File: config.mk
export PLATFORM = sky130hd
export DESIGN_NAME = sdc_top
export DESIGN_NICKNAME = d
export VERILOG_FILES = /design/src/sdc_pkg.sv /design/src/sdc_mul.sv /design/src/sdc_top.sv
export SDC_FILE = /design/constraint.sdc
export NUM_CORES = 1
export LEC_CHECK = 0
export ABC_CLOCK_PERIOD_IN_PS = 3650
export BUFFER_PORTS_ARGS = -buffer_cell sky130_fd_sc_hd__buf_4
export CORE_MARGIN = 2
export CORE_UTILIZATION = 45
export DETAILED_ROUTE_END_ITERATION = 10
export PLACE_DENSITY = 0.76
export SYNTH_ARGS = -nofsm -noshare
export SYNTH_HDL_FRONTEND = slang
export SYNTH_SLANG_ARGS = --single-unit
File: constraint.sdc
create_clock -name clock -period 3.65 [get_ports clock]
set_clock_uncertainty 0.15 [all_clocks]
set_input_delay 0.73 -clock clock [delete_from_list [all_inputs] [get_ports clock]]
set_output_delay 0.73 -clock clock [all_outputs]
set_load 0.01 [all_outputs]
File: src/sdc_pkg.sv
/*
 Package for the sequencing delay configuration block: command code, pages,
 field positions, reset values, timing constants and the structs that carry
 command and delay information.
 Assumes a 40 MHz clock and a PMBus front end that decodes transactions.
*/
package sdc_pkg;
   localparam logic [7:0] SDC_CMD_CODE        = 8'hD8;
   localparam logic [7:0] SDC_PAGE_CH1        = 8'h00;
   localparam logic [7:0] SDC_PAGE_CH2        = 8'h01;
   localparam logic [7:0] SDC_PAGE_BOTH       = 8'h0B;
   localparam int         SDC_ON_MSB          = 7;
   localparam int         SDC_ON_LSB          = 5;
   localparam int         SDC_OFF_MSB         = 3;
   localparam int         SDC_OFF_LSB         = 1;
   localparam logic [7:0] SDC_FIELD_MASK      = 8'hEE;
   localparam logic [7:0] SDC_FACTORY_DEFAULT = 8'h00;
   localparam int         SDC_CLK_HZ          = 40000000;
   localparam int         SDC_MIN_ON_US       = 50;
   localparam int         SDC_MIN_ON_CYC      = (SDC_MIN_ON_US * (SDC_CLK_HZ / 1000000));
   localparam int         SDC_CH              = 2;

   typedef struct packed {
      logic       valid;
      logic       write;
      logic [7:0] code;
      logic [7:0] page;
      logic [7:0] wdata;
   } sdc_req_s;

   typedef struct packed {
      logic       valid;
      logic       ack;
      logic [7:0] rdata;
   } sdc_rsp_s;

   typedef struct packed {
      logic [31:0] on_cyc;
      logic [31:0] off_cyc;
   } sdc_delay_s;
endpackage : sdc_pkg

File: src/sdc_mul.sv
/*
 Registered delay calculator: multiplies a rise time in clock cycles by a
 3-bit ratio code, or forces fixed values for a follower channel.
 Assumes the rise time input is stable for a cycle before use.
*/
`timescale 1ns/1ps
`default_nettype none
module sdc_mul (
   // Clock and reset.
   input  wire logic               clock,
   input  wire logic               rst,
   // Operands.
   input  wire logic [31:0]        rise_cyc,
   input  wire logic [7:0]         cfg,
   input  wire logic               follower,
   // Result.
   output var  sdc_pkg::sdc_delay_s delay
);
   import sdc_pkg::*;
   typedef struct packed {
      sdc_delay_s delay;
   } sdc_mul_state_s;
   sdc_mul_state_s st_q;
   sdc_mul_state_s st_d;

   always_comb begin
      st_d = st_q;
      // follower fixed delays.
      if (follower) begin
         st_d.delay.on_cyc  = 32'(SDC_MIN_ON_CYC);
         st_d.delay.off_cyc = 32'h0;
      end else begin
         // ratio of rise time.
         st_d.delay.on_cyc  = 32'(rise_cyc * 32'(cfg[SDC_ON_MSB:SDC_ON_LSB]));
         st_d.delay.off_cyc = 32'(rise_cyc * 32'(cfg[SDC_OFF_MSB:SDC_OFF_LSB]));
      end
   end

   always_ff @(posedge clock) begin
      if (rst) begin
         st_q <= '0;
      end else begin
         st_q <= st_d;
      end
   end
   assign delay = st_q.delay;
endmodule : sdc_mul
`default_nettype wire

File: src/sdc_top.sv
/*
 Sequencing delay configuration register for a two-channel buck controller.
 Assumes a PMBus front end presents one decoded transaction per valid pulse,
 and that the saved user value is stable while load_user is high.
*/
// Overview of operation
// Delays are ratios of rise time
// Page 0, 1 or 11 selects channels
// Follower channel blocks access, discards writes
// Follower forces 50 us on, zero off
// Follower access NACKed, fault, alert raised
// Factory default 000X 000X, no delays
// Power-up value loads from saved settings
// Bits 7:5 turn-on delay code
// Bits 3:1 turn-off delay code
// Bits 4 and 0 ignored, read zero
// Both-page write updates all non-followers; the code refuses the whole write if either channel is a follower
`timescale 1ns/1ps
`default_nettype none
module sdc_top #(
   parameter int NCH = 2
) (
   // Clock and reset.
   input  wire logic                clock,
   input  wire logic                rst,
   // Decoded command from the bus front end.
   input  wire sdc_pkg::sdc_req_s   req,
   output var  sdc_pkg::sdc_rsp_s   rsp,
   // Channel configuration.
   input  wire logic [NCH-1:0]      follower,
   input  wire logic [NCH*32-1:0]   soft_start_rise_time,
   // Saved user settings.
   input  wire logic                load_user,
   input  wire logic [NCH*8-1:0]    user_value,
   // Status.
   output var  logic                invalid_command_fault,
   output var  logic                smbalert_n,
   output var  logic [NCH*8-1:0]    cfg_out,
   output var  sdc_pkg::sdc_delay_s [NCH-1:0] delays
);
   import sdc_pkg::*;

   typedef struct packed {
      logic [NCH-1:0][7:0] cfg;
      sdc_rsp_s            rsp;
      logic                fault;
      logic                alert_n;
   } sdc_state_s;

   sdc_state_s st_q;
   sdc_state_s st_d;
   logic [NCH-1:0] sel;
   logic           page_ok;
   logic           hit;
   logic           blocked;

   always_comb begin
      // page decode.
      sel     = '0;
      page_ok = 1'b1;
      unique case (req.page)
         SDC_PAGE_CH1:  sel[0] = 1'b1;
         SDC_PAGE_CH2:  sel[1] = 1'b1;
         SDC_PAGE_BOTH: sel    = '1;
         default:       page_ok = 1'b0;
      endcase
      hit = req.valid && (req.code == SDC_CMD_CODE);
      // follower blocks access.
      blocked = |(sel & follower) || !page_ok;
   end

   always_comb begin
      st_d = st_q;
      st_d.rsp.valid = 1'b0;
      // load saved user settings.
      if (load_user) begin
         for (int i = 0; i < NCH; i++) begin
            st_d.cfg[i] = user_value[i*8 +: 8] & SDC_FIELD_MASK;
         end
      end else if (hit) begin
         st_d.rsp.valid = 1'b1;
         st_d.rsp.ack   = !blocked;
         st_d.rsp.rdata = 8'h00;
         if (blocked) begin
            // fault and alert.
            st_d.fault   = 1'b1;
            st_d.alert_n = 1'b0;
         end else if (req.write) begin
            // masked write to each selected channel.
            for (int i = 0; i < NCH; i++) begin
               if (sel[i]) begin
                  st_d.cfg[i] = req.wdata & SDC_FIELD_MASK;
               end
            end
         end else begin
            st_d.rsp.rdata = sel[0] ? st_q.cfg[0] : st_q.cfg[1];
         end
      end
   end

   always_ff @(posedge clock) begin
      if (rst) begin
         // factory default.
         for (int i = 0; i < NCH; i++) begin
            st_q.cfg[i] <= SDC_FACTORY_DEFAULT;
         end
         st_q.rsp     <= '0;
         st_q.fault   <= 1'b0;
         st_q.alert_n <= 1'b1;
      end else begin
         st_q <= st_d;
      end
   end

   genvar g;
   generate
      for (g = 0; g < NCH; g++) begin : g_ch
         // per-channel delay calculators.
         sdc_mul u_mul (
            .clock    (clock),
            .rst      (rst),
            .rise_cyc (soft_start_rise_time[g*32 +: 32]),
            .cfg      (st_q.cfg[g]),
            .follower (follower[g]),
            .delay    (delays[g])
         );
         assign cfg_out[g*8 +: 8] = st_q.cfg[g];
      end
   endgenerate

   assign rsp                   = st_q.rsp;
   assign invalid_command_fault = st_q.fault;
   assign smbalert_n            = st_q.alert_n;

   chk_follower_nack : assert property (@(posedge clock) disable iff (rst)
      hit && blocked && !load_user |=> rsp.valid && !rsp.ack && !smbalert_n)
      else $error("follower access not refused");

   chk_follower_keep : assert property (@(posedge clock) disable iff (rst)
      hit && (sel[0] & follower[0]) && !load_user |=> $stable(st_q.cfg[0]))
      else $error("follower config changed");

   chk_fol2_keep : assert property (@(posedge clock) disable iff (rst)
      hit && (sel[1] & follower[1]) && !load_user |=> $stable(st_q.cfg[1]))
      else $error("second follower config changed");

   chk_unused_zero : assert property (@(posedge clock) disable iff (rst)
      (cfg_out & {NCH{~SDC_FIELD_MASK}}) == '0)
      else $error("unused bits not zero");

   chk_ch1_write : assert property (@(posedge clock) disable iff (rst)
      hit && req.write && !blocked && req.page == SDC_PAGE_CH1 && !load_user
      |=> rsp.ack && cfg_out[7:0] == ($past(req.wdata) & SDC_FIELD_MASK))
      else $error("channel 1 write not masked");

   chk_both_write : assert property (@(posedge clock) disable iff (rst)
      hit && req.write && !blocked && req.page == SDC_PAGE_BOTH && !load_user
      |=> st_q.cfg[0] == st_q.cfg[1])
      else $error("both-page write mismatch");

   chk_both_read : assert property (@(posedge clock) disable iff (rst)
      hit && !req.write && !blocked && req.page == SDC_PAGE_BOTH && !load_user
      |=> rsp.ack && rsp.rdata == $past(st_q.cfg[0]))
      else $error("both-page read not channel 1");

   chk_ch1_untouched : assert property (@(posedge clock) disable iff (rst)
      hit && req.page == SDC_PAGE_CH2 && !load_user |=> $stable(st_q.cfg[0]))
      else $error("channel 2 access changed channel 1");

   chk_bad_page : assert property (@(posedge clock) disable iff (rst)
      hit && !page_ok && !load_user |=> !rsp.ack && $stable(cfg_out))
      else $error("invalid page not refused");

   chk_follower_delay : assert property (@(posedge clock) disable iff (rst)
      follower[0] |=> delays[0].on_cyc == 32'(SDC_MIN_ON_CYC) && delays[0].off_cyc == 0)
      else $error("follower delay not forced");

   chk_fol2_delay : assert property (@(posedge clock) disable iff (rst)
      follower[1] |=> delays[1].on_cyc == 32'(SDC_MIN_ON_CYC) && delays[1].off_cyc == 0)
      else $error("second follower delay not forced");

   chk_on_ratio : assert property (@(posedge clock) disable iff (rst)
      !follower[0] ##1 !follower[0] |-> delays[0].on_cyc ==
      32'($past(soft_start_rise_time[31:0]) * 32'($past(st_q.cfg[0][7:5]))))
      else $error("turn-on delay ratio wrong");

   chk_off_ratio : assert property (@(posedge clock) disable iff (rst)
      !follower[1] ##1 !follower[1] |-> delays[1].off_cyc ==
      32'($past(soft_start_rise_time[63:32]) * 32'($past(st_q.cfg[1][3:1]))))
      else $error("turn-off delay ratio wrong");

   chk_user_load : assert property (@(posedge clock) disable iff (rst)
      load_user |=> cfg_out == (($past(user_value)) & {NCH{SDC_FIELD_MASK}}))
      else $error("user value not loaded");

   chk_page_sel : assert property (@(posedge clock) disable iff (rst)
      hit && !req.write && !blocked && req.page == SDC_PAGE_CH2 && !load_user
      |=> rsp.ack && rsp.rdata == $past(st_q.cfg[1]))
      else $error("page 1 read wrong");

   chk_reset_val : assert property (@(posedge clock) disable iff (rst)
      $past(rst) |-> cfg_out == '0 && smbalert_n)
      else $error("reset value wrong");

   chk_rsp_answer : assert property (@(posedge clock) disable iff (rst)
      hit && !load_user |=> rsp.valid)
      else $error("command not answered");

   chk_rsp_quiet : assert property (@(posedge clock) disable iff (rst)
      !hit || load_user |=> !rsp.valid)
      else $error("answer without command");

   chk_nack_rdata : assert property (@(posedge clock) disable iff (rst)
      rsp.valid && !rsp.ack |-> rsp.rdata == 8'h00)
      else $error("refused access returned data");

   chk_fault_sticky : assert property (@(posedge clock) disable iff (rst)
      invalid_command_fault |=> invalid_command_fault)
      else $error("fault cleared without reset");

   chk_alert_pair : assert property (@(posedge clock) disable iff (rst)
      invalid_command_fault == !smbalert_n)
      else $error("fault and alert disagree");
endmodule : sdc_top
`default_nettype wire
==> impl_results.md, run 1 <==
* Power Internal at 3.45 mW
* Post-DP HPWL at 39900 um
* Routed Antenna Nets at 0
* Core Area at 34600 um2
* CP bufs+invs at 4
* #FFs+latches synth at 150
* Fmax at 0.283 GHz
* Worst hold path type: flip-flop to flip-flop
* Simple-Gate Fraction of Synth Area at 0.243
* Clock insertion delay at the later pin of the skew report at 0.46 ns
* Final Hold Vio Count at 0
* Hold buffers post-CTS at 0
* Maximum number of pins on one net before global-route repair at 41
* IO Count at 267
* Die W at 192 um
* Leakage power at 10.5 nW
* Final setup vio count at 0
* Critical Path AT at 3.70 ns
* Critical path's top delay family: compound AO/OA/AOI/OAI gates
* Clock buffer depth at 2
* Sequential area share after synthesis at 0.189
* Met3 Use GR at 0.0493
* Final Core Density at 0.598
* Logic pwr share at 0.350
* Synth Cell Area at 15900 um2
* WL/cell at 16.5 um
* Max Slew Vio Count at 0
* Synth cell types at 82
* DRC Markers at 0
* Final period util at 0.967
* GRT Max-Usage Layer: met2
* CP startpoint kind: flip-flop
* CTS tree: done
* Syn_area_per_cell at 7.41 um2
* Area of placed instances at 19900 um2
* Adder-Cell Fraction of Synth Area at 0.246
* Synth Area in XOR/XNOR at 0.0452
* Slew @ Worst Pin at 0.684 ns
* Initial Utilization at 0.459
* Switching Share at 0.360
* Global-route wire length before repair at 79600 um
* Layout cell share with drive strength beyond 1 at 0.230
* Clock-pin slew on the worst setup and hold paths at 0.06 ns
* Flop pwr share at 0.327
* Max-cap violation count at 0
* Synth Area in Compound Gates at 0.176
* Routed wire length at 50000 um
* Design Area, Final at 20700 um2
* Post-synth EDFFs at 0
* Total number of vias at 16476
* Crit path cell chain: buf_12, nand2_1, fa_1, inv_1, ha_1, a21oi_1, nand4b_1, a2111oi_4, buf_4, o21ai_2, a2111oi_4, buf_4, o21a_1, nor3_2
* RR Startpoint: cfg_out[14]
* Asr flop ratio synth at 0
* CTS sink cnt at 150
* Pre-antenna DRT Iters at 8
* Global routing usage on met1 at 0.332
* Congestion Overflow GR at 0
* Hold Crit Start: invalid_command_fault
* CTS root buf: clkbuf_16
* DRT iter0 DRCs at 1087
* Global routing met2 resource utilization at 0.472
* Maximum vdd ir drop at 349 uV
* Crit Path Class: flip-flop to flip-flop
* CP peak stage delay at 0.53 ns
* Num rows at 68
* Final nets at 2912
* Final GP Congestion at 0.923
* Crit end category: flip-flop
* Buffers on Ports at 254
* Total track usage at 0.273
* Mux cell area share after synthesis at 0.0106
* Yosys warnings at 0
* H-tree Lvls at 4
* Max stage delay cell, worst path: fa_1
* Worst slew margin at 0.543
* Initial antenna violation count at 1
* Vias in the first global route at 16219
* Die Height at 192 um
* Crit path from: cfg_out[14]
* NetSw at 1.94 mW
* Clock Power Share at 0.323
* Final worst path period need at 3.53 ns
* Synth Flop Type: dfxtp_1
* Largest family of logic cells by synthesized area: adder cells
* Crit-path max FO at 9
* DIE AREA at 36800 um2
* CTS Buf Count at 17
* Pwr per Cell Area at 261 nW/um2
* Status: finished clean
* Via/cell ratio at 5.44
* Fillers at 3111
* Worst EP required at 3.82 ns
* Layout overhead on the synthesized area at 30.4%
* Synth Instances at 2143
==> logic make-up after synthesis <==
group                    after synthesis
AO/OA/AOI/OAI                        417
XOR/XNOR                              82
adder cells (fa/ha/maj)              240
buffers and inverters                372
flip-flops                           150
multiplexers                          16
other                                  1
AND/OR/NAND/NOR                      865
==> stage by stage <==
step           hold WS (ns)  power, mW  setup WS [ns]  TNS, ns  cells
2_1_floorplan         0.320       2.81        -0.0342  -0.0342   2148
3_3_place_gp          0.287       3.60         -0.350    -5.16   2994
3_5_place_dp          0.298       3.64         -0.402    -7.76   2994
4_1_cts               0.308       5.39        0.00990        0   3026
5_1_grt               0.332       5.69        -0.0151  -0.0151   3030
6_report              0.306       5.40          0.120        0   3030
==> registers in the layout (all words and copies together) (netlist names) <==
register               count
g_ch.u_mul.delay         128
cfg_out                   12
rsp                        8
invalid_command_fault      1
smbalert_n                 1
==> Yosys cell counts, drive strengths merged, types with 22 or more instances <==
library cell | number | area (um2)
a21o | 58 | 435
a21oi | 129 | 664
xnor2 | 38 | 333
or3 | 23 | 144
nor2 | 140 | 533
buf | 27 | 148
nand4 | 22 | 138
xor2 | 44 | 385
clkbuf | 85 | 319
ha | 120 | 1500
nand2 | 464 | 1740
fa | 120 | 2400
nand3 | 37 | 185
nor3 | 47 | 240
and2 | 33 | 206
inv | 260 | 976
dfxtp | 150 | 3000
nor2b | 26 | 163
o21ai | 68 | 344
and3 | 24 | 150
==> power groups by stage <==
stage          clock, mW  sequential [mW]  combinational [mW]
2_1_floorplan          0             1.83               0.979
3_3_place_gp           0             1.80                1.79
3_5_place_dp           0             1.80                1.84
4_1_cts             1.77             1.77                1.85
5_1_grt             1.83             1.77                2.09
6_report            1.74             1.77                1.89
==> worst min-delay path: cells and delay by family (launching register included) <==
kind | cells | cell delay (ns)
AOI/OAI and AO/OA | 1 | 0.05
buffers and inverters | 1 | 0.05
DFF | 1 | 0.31
==> routing by layer <==
layer,up-vias,wire length [um]
met5,-,0
met4,0,1790
met3,107,3340
met2,630,24000
met1,7816,20900
li1,7923,-
==> cell type report <==
class / count / area, um2 / area share
antenna: 1 / 2.50 / 0.000121
clock buffer: 19 / 433 / 0.0209
clock inverter: 13 / 115 / 0.00556
inverter: 260 / 976 / 0.0471
multi-input combinational: 1626 / 11600 / 0.560
sequential: 150 / 3020 / 0.146
tap: 455 / 569 / 0.0275
timing repair buffer: 506 / 4000 / 0.193
==> worst paths after layout <==
path,endpoint,slack (ns),cells after the start
worst max register to register,g_ch[1].u_mul.delay[61],0.12,14
worst min register to register,invalid_command_fault,0.31,2
worst min-delay path,invalid_command_fault,0.31,2
worst max-delay path,g_ch[1].u_mul.delay[61],0.12,14
==> what timing repair did <==
| item | CTS | global route |
|---|---|---|
| endpoints found under the setup margin | 5 | 43 |
| buffers inserted | 0 | 2 |
| gates cloned | 0 | 1 |
| resized for setup | 3 | 41 |
| pin swaps | 0 | 7 |
==> cell usage in the layout (no fill, tap or decap), types with 6 or more instances in the layout <==
cell / synthesis / final
a211oi_1: 19 / 17
or3_1: 23 / 23
nand2b_1: 14 / 14
o31ai_1: 8 / 7
dfxtp_2: 0 / 6
conb_1: 1 / 6
nor3_1: 46 / 45
o21bai_1: 12 / 12
buf_12: 0 / 14
clkbuf_16: 0 / 18
nand2_1: 464 / 464
mux2i_1: 10 / 10
nand4_1: 22 / 22
a221oi_1: 15 / 15
mux2_2: 6 / 6
o211ai_1: 13 / 13
xor2_1: 44 / 44
and2_1: 33 / 33
nor2b_1: 26 / 24
or2_2: 5 / 6
a21oi_1: 126 / 122
ha_1: 120 / 120
nand3_1: 37 / 37
nor4_1: 8 / 7
fa_1: 120 / 120
nor2_1: 139 / 139
a31oi_1: 16 / 15
xnor2_1: 38 / 38
o21ai_0: 67 / 63
and3_1: 24 / 24
buf_4: 6 / 489
inv_1: 260 / 260
dfxtp_1: 150 / 142
a21oi_2: 2 / 6
o21a_1: 20 / 19
a21o_1: 58 / 58
Power figures use the tool's default switching activity.
==> inputs of run 2 (changes only) <==
Settings changed: SYNTH_HIERARCHICAL set to 1.
==> run 2 against run 1 <==
  * Cell area decreased by 2.0%
  * Setup slack got worse by 0.032 ns
  * Critical path type unchanged
  * Critical endpoint is now g_ch[0].u_mul/delay[62]
  * Register-to-register slack worse by 0.03 ns
  * Largest cell class unchanged
==> impl_results.md, run 2 <==
* Status: finished clean
* Via/cell ratio at 5.37
* Layout cell share with drive strength beyond 1 at 0.228
* Crit Path Class: flip-flop to flip-flop
* Top-area cell type share of the netlist area at 0.192
* Final setup vio count at 0
* CTS Buf Count at 17
* Slew @ Worst Pin at 0.753 ns
* DRT iter0 DRCs at 1052
* Maximum vdd ir drop at 392 uV
* Area of placed instances at 19300 um2
* WL/cell at 16.4 um
* Synth area leader: dfxtp_1
* Maximum number of pins on one net before global-route repair at 36
* Num rows at 68
* Final GP Congestion at 0.905
* CP startpoint kind: flip-flop
* Worst EP required at 3.87 ns
* Vias in the first global route at 15342
* WHS Path Cells at 2
* Final period util at 0.976
* CTS sink cnt at 150
* Pwr per Cell Area at 300 nW/um2
* CTS root buf: clkbuf_16
* Largest register FFs at 128
* Worst hold path type: flip-flop to flip-flop
* CTS tree: done
* Routed wire length at 48000 um
* Die W at 190 um
* Worst r2r path cells at 15
* Max Slew Vio Count at 0
* Total number of vias at 15732
* Routed Antenna Nets at 0
* Placed insts at 2878
* Count leader, synth: nand2_1
* Synth cell types at 89
* Post-synth EDFFs at 0
* Crit end category: flip-flop
* Synth Cell Area at 15600 um2
* Leakage power at 10.3 nW
* Yosys warnings at 6
* Clock-pin slew on the worst setup and hold paths at 0.07 ns
* IO Count at 267
* H-tree Lvls at 4
* Layout overhead on the synthesized area at 29.7%
* Critical Path AT at 3.78 ns
* Max-cap violation count at 0
* DRC Markers at 0
* Worst slew margin at 0.485
* Fin cells at 2930
* Syn_area_per_cell at 7.58 um2
* RSZ-0062 raised after global routing: true
* Synth Flop Type: dfxtp_1
* #FFs+latches synth at 150
* Design Area, Final at 20300 um2
* TNS Setup at 0 ns
* Sequential area share after synthesis at 0.192
* Crit-path max FO at 34
* Clock buffer depth at 2
* Final Hold Vio Count at 0
* Die Height at 190 um
* Commonest non-fill, non-tap cells in the layout: 454 x nand2_1, 447 x buf_4, 258 x inv_1
* Clock insertion delay at the later pin of the skew report at 0.45 ns
* Top post-synthesis cells by area: dfxtp_1 19%, fa_1 15%, nand2_1 11%
* Hold buffers post-CTS at 0
* Commonest non-fill, non-tap cell in the layout: nand2_1
* Congestion Overflow GR at 0
* DIE AREA at 36300 um2
* Core Area at 34400 um2
* Fmax at 0.281 GHz
* Initial Utilization at 0.455
* Synth Instances at 2064
* Ant diodes at 0
* Final worst path period need at 3.56 ns
* Total track usage at 0.261
* Post-DP HPWL at 38100 um
* Final nets at 2814
* Initial antenna violation count at 1
* Asr flop ratio synth at 0
* Pre-antenna DRT Iters at 5
* Post-synth top cells: 454 x nand2_1, 259 x inv_1, 150 x dfxtp_1, 135 x nor2_1, 127 x a21oi_1
* Global-route wire length before repair at 75900 um
* Buffers on Ports at 254
==> run 2: worst paths after layout <==
path | to | slack, ns | startpoint
worst max-delay path | g_ch[0].u_mul/delay[62] | 0.09 | cfg_out[7]
worst min-delay path | invalid_command_fault | 0.31 | invalid_command_fault
worst max register to register | g_ch[0].u_mul/delay[62] | 0.09 | cfg_out[7]
worst min register to register | invalid_command_fault | 0.31 | invalid_command_fault
==> run 2: logic make-up after synthesis <==
group | share of synthesized area
compound gates | 0.187
other cells | 0.000240
mux | 0.00960
buf+inv | 0.0859
fa+ha+maj | 0.249
xor+xnor | 0.0493
simple gates | 0.226
flops | 0.192
==> run 2: power breakdown <==
part / total (mW) / internal [mW] / leakage (nW) / switching (mW)
clock: 1.92 / 1.16 / 0.295 / 0.758
combinational: 2.37 / 1.05 / 8.75 / 1.32
sequential: 1.80 / 1.75 / 1.23 / 0.0496
==> run 2: what timing repair did <==
item	in CTS	in global routing
cloned	0	4
pin swaps	1	18
setup buffers	1	16
setup endpoints to repair	1	32
gates resized for setup	0	36
endpoints found under the hold margin	0	0
==> run 2: layout make-up <==
| type | count | area [um2] |
|---|---|---|
| clock buffer | 19 | 443 |
| tap | 455 | 569 |
| timing repair buffer | 463 | 3700 |
| sequential | 150 | 3030 |
| fill | 3033 | 14100 |
| clock inverter | 12 | 179 |
| multi-input combinational | 1572 | 11400 |
| inverter | 259 | 972 |
==> run 2: critical path: stages (launching register included) <==
cell	delay, ns
dfxtp_1	0.36
buf_12	0.21
nand2_1	0.11
fa_1	0.47
inv_1	0.07
ha_1	0.17
inv_1	0.06
fa_1	0.39
nor2b_1	0.19
o31ai_2	0.10
a211oi_2	0.24
buf_4	0.17
a21o_1	0.16
a21oi_1	0.11
a31oi_1	0.24
mux2i_1	0.24
==> run 2: through the flow <==
| step | setup WS [ns] | utilization | power, mW | hold slack (ns) |
|---|---|---|---|---|
| floorplan | 0.0785 | - | 3.17 | 0.320 |
| global placement | -0.211 | 0.562 | 4.07 | 0.286 |
| detailed placement | -0.285 | 0.562 | 4.11 | 0.294 |
| CTS | 0.0148 | 0.581 | 6.05 | 0.308 |
| global route | -0.0580 | 0.590 | 6.44 | 0.328 |
| finish | 0.0882 | 0.590 | 6.09 | 0.307 |
==> run 2: per-layer routing <==
metal	track usage	wire length, um	vias to the layer above
met4	0.0972	1550	0
met1	0.341	21200	7465
met5	0	0	-
met2	0.431	22200	554
met3	0.0449	3110	92
li1	-	-	7621
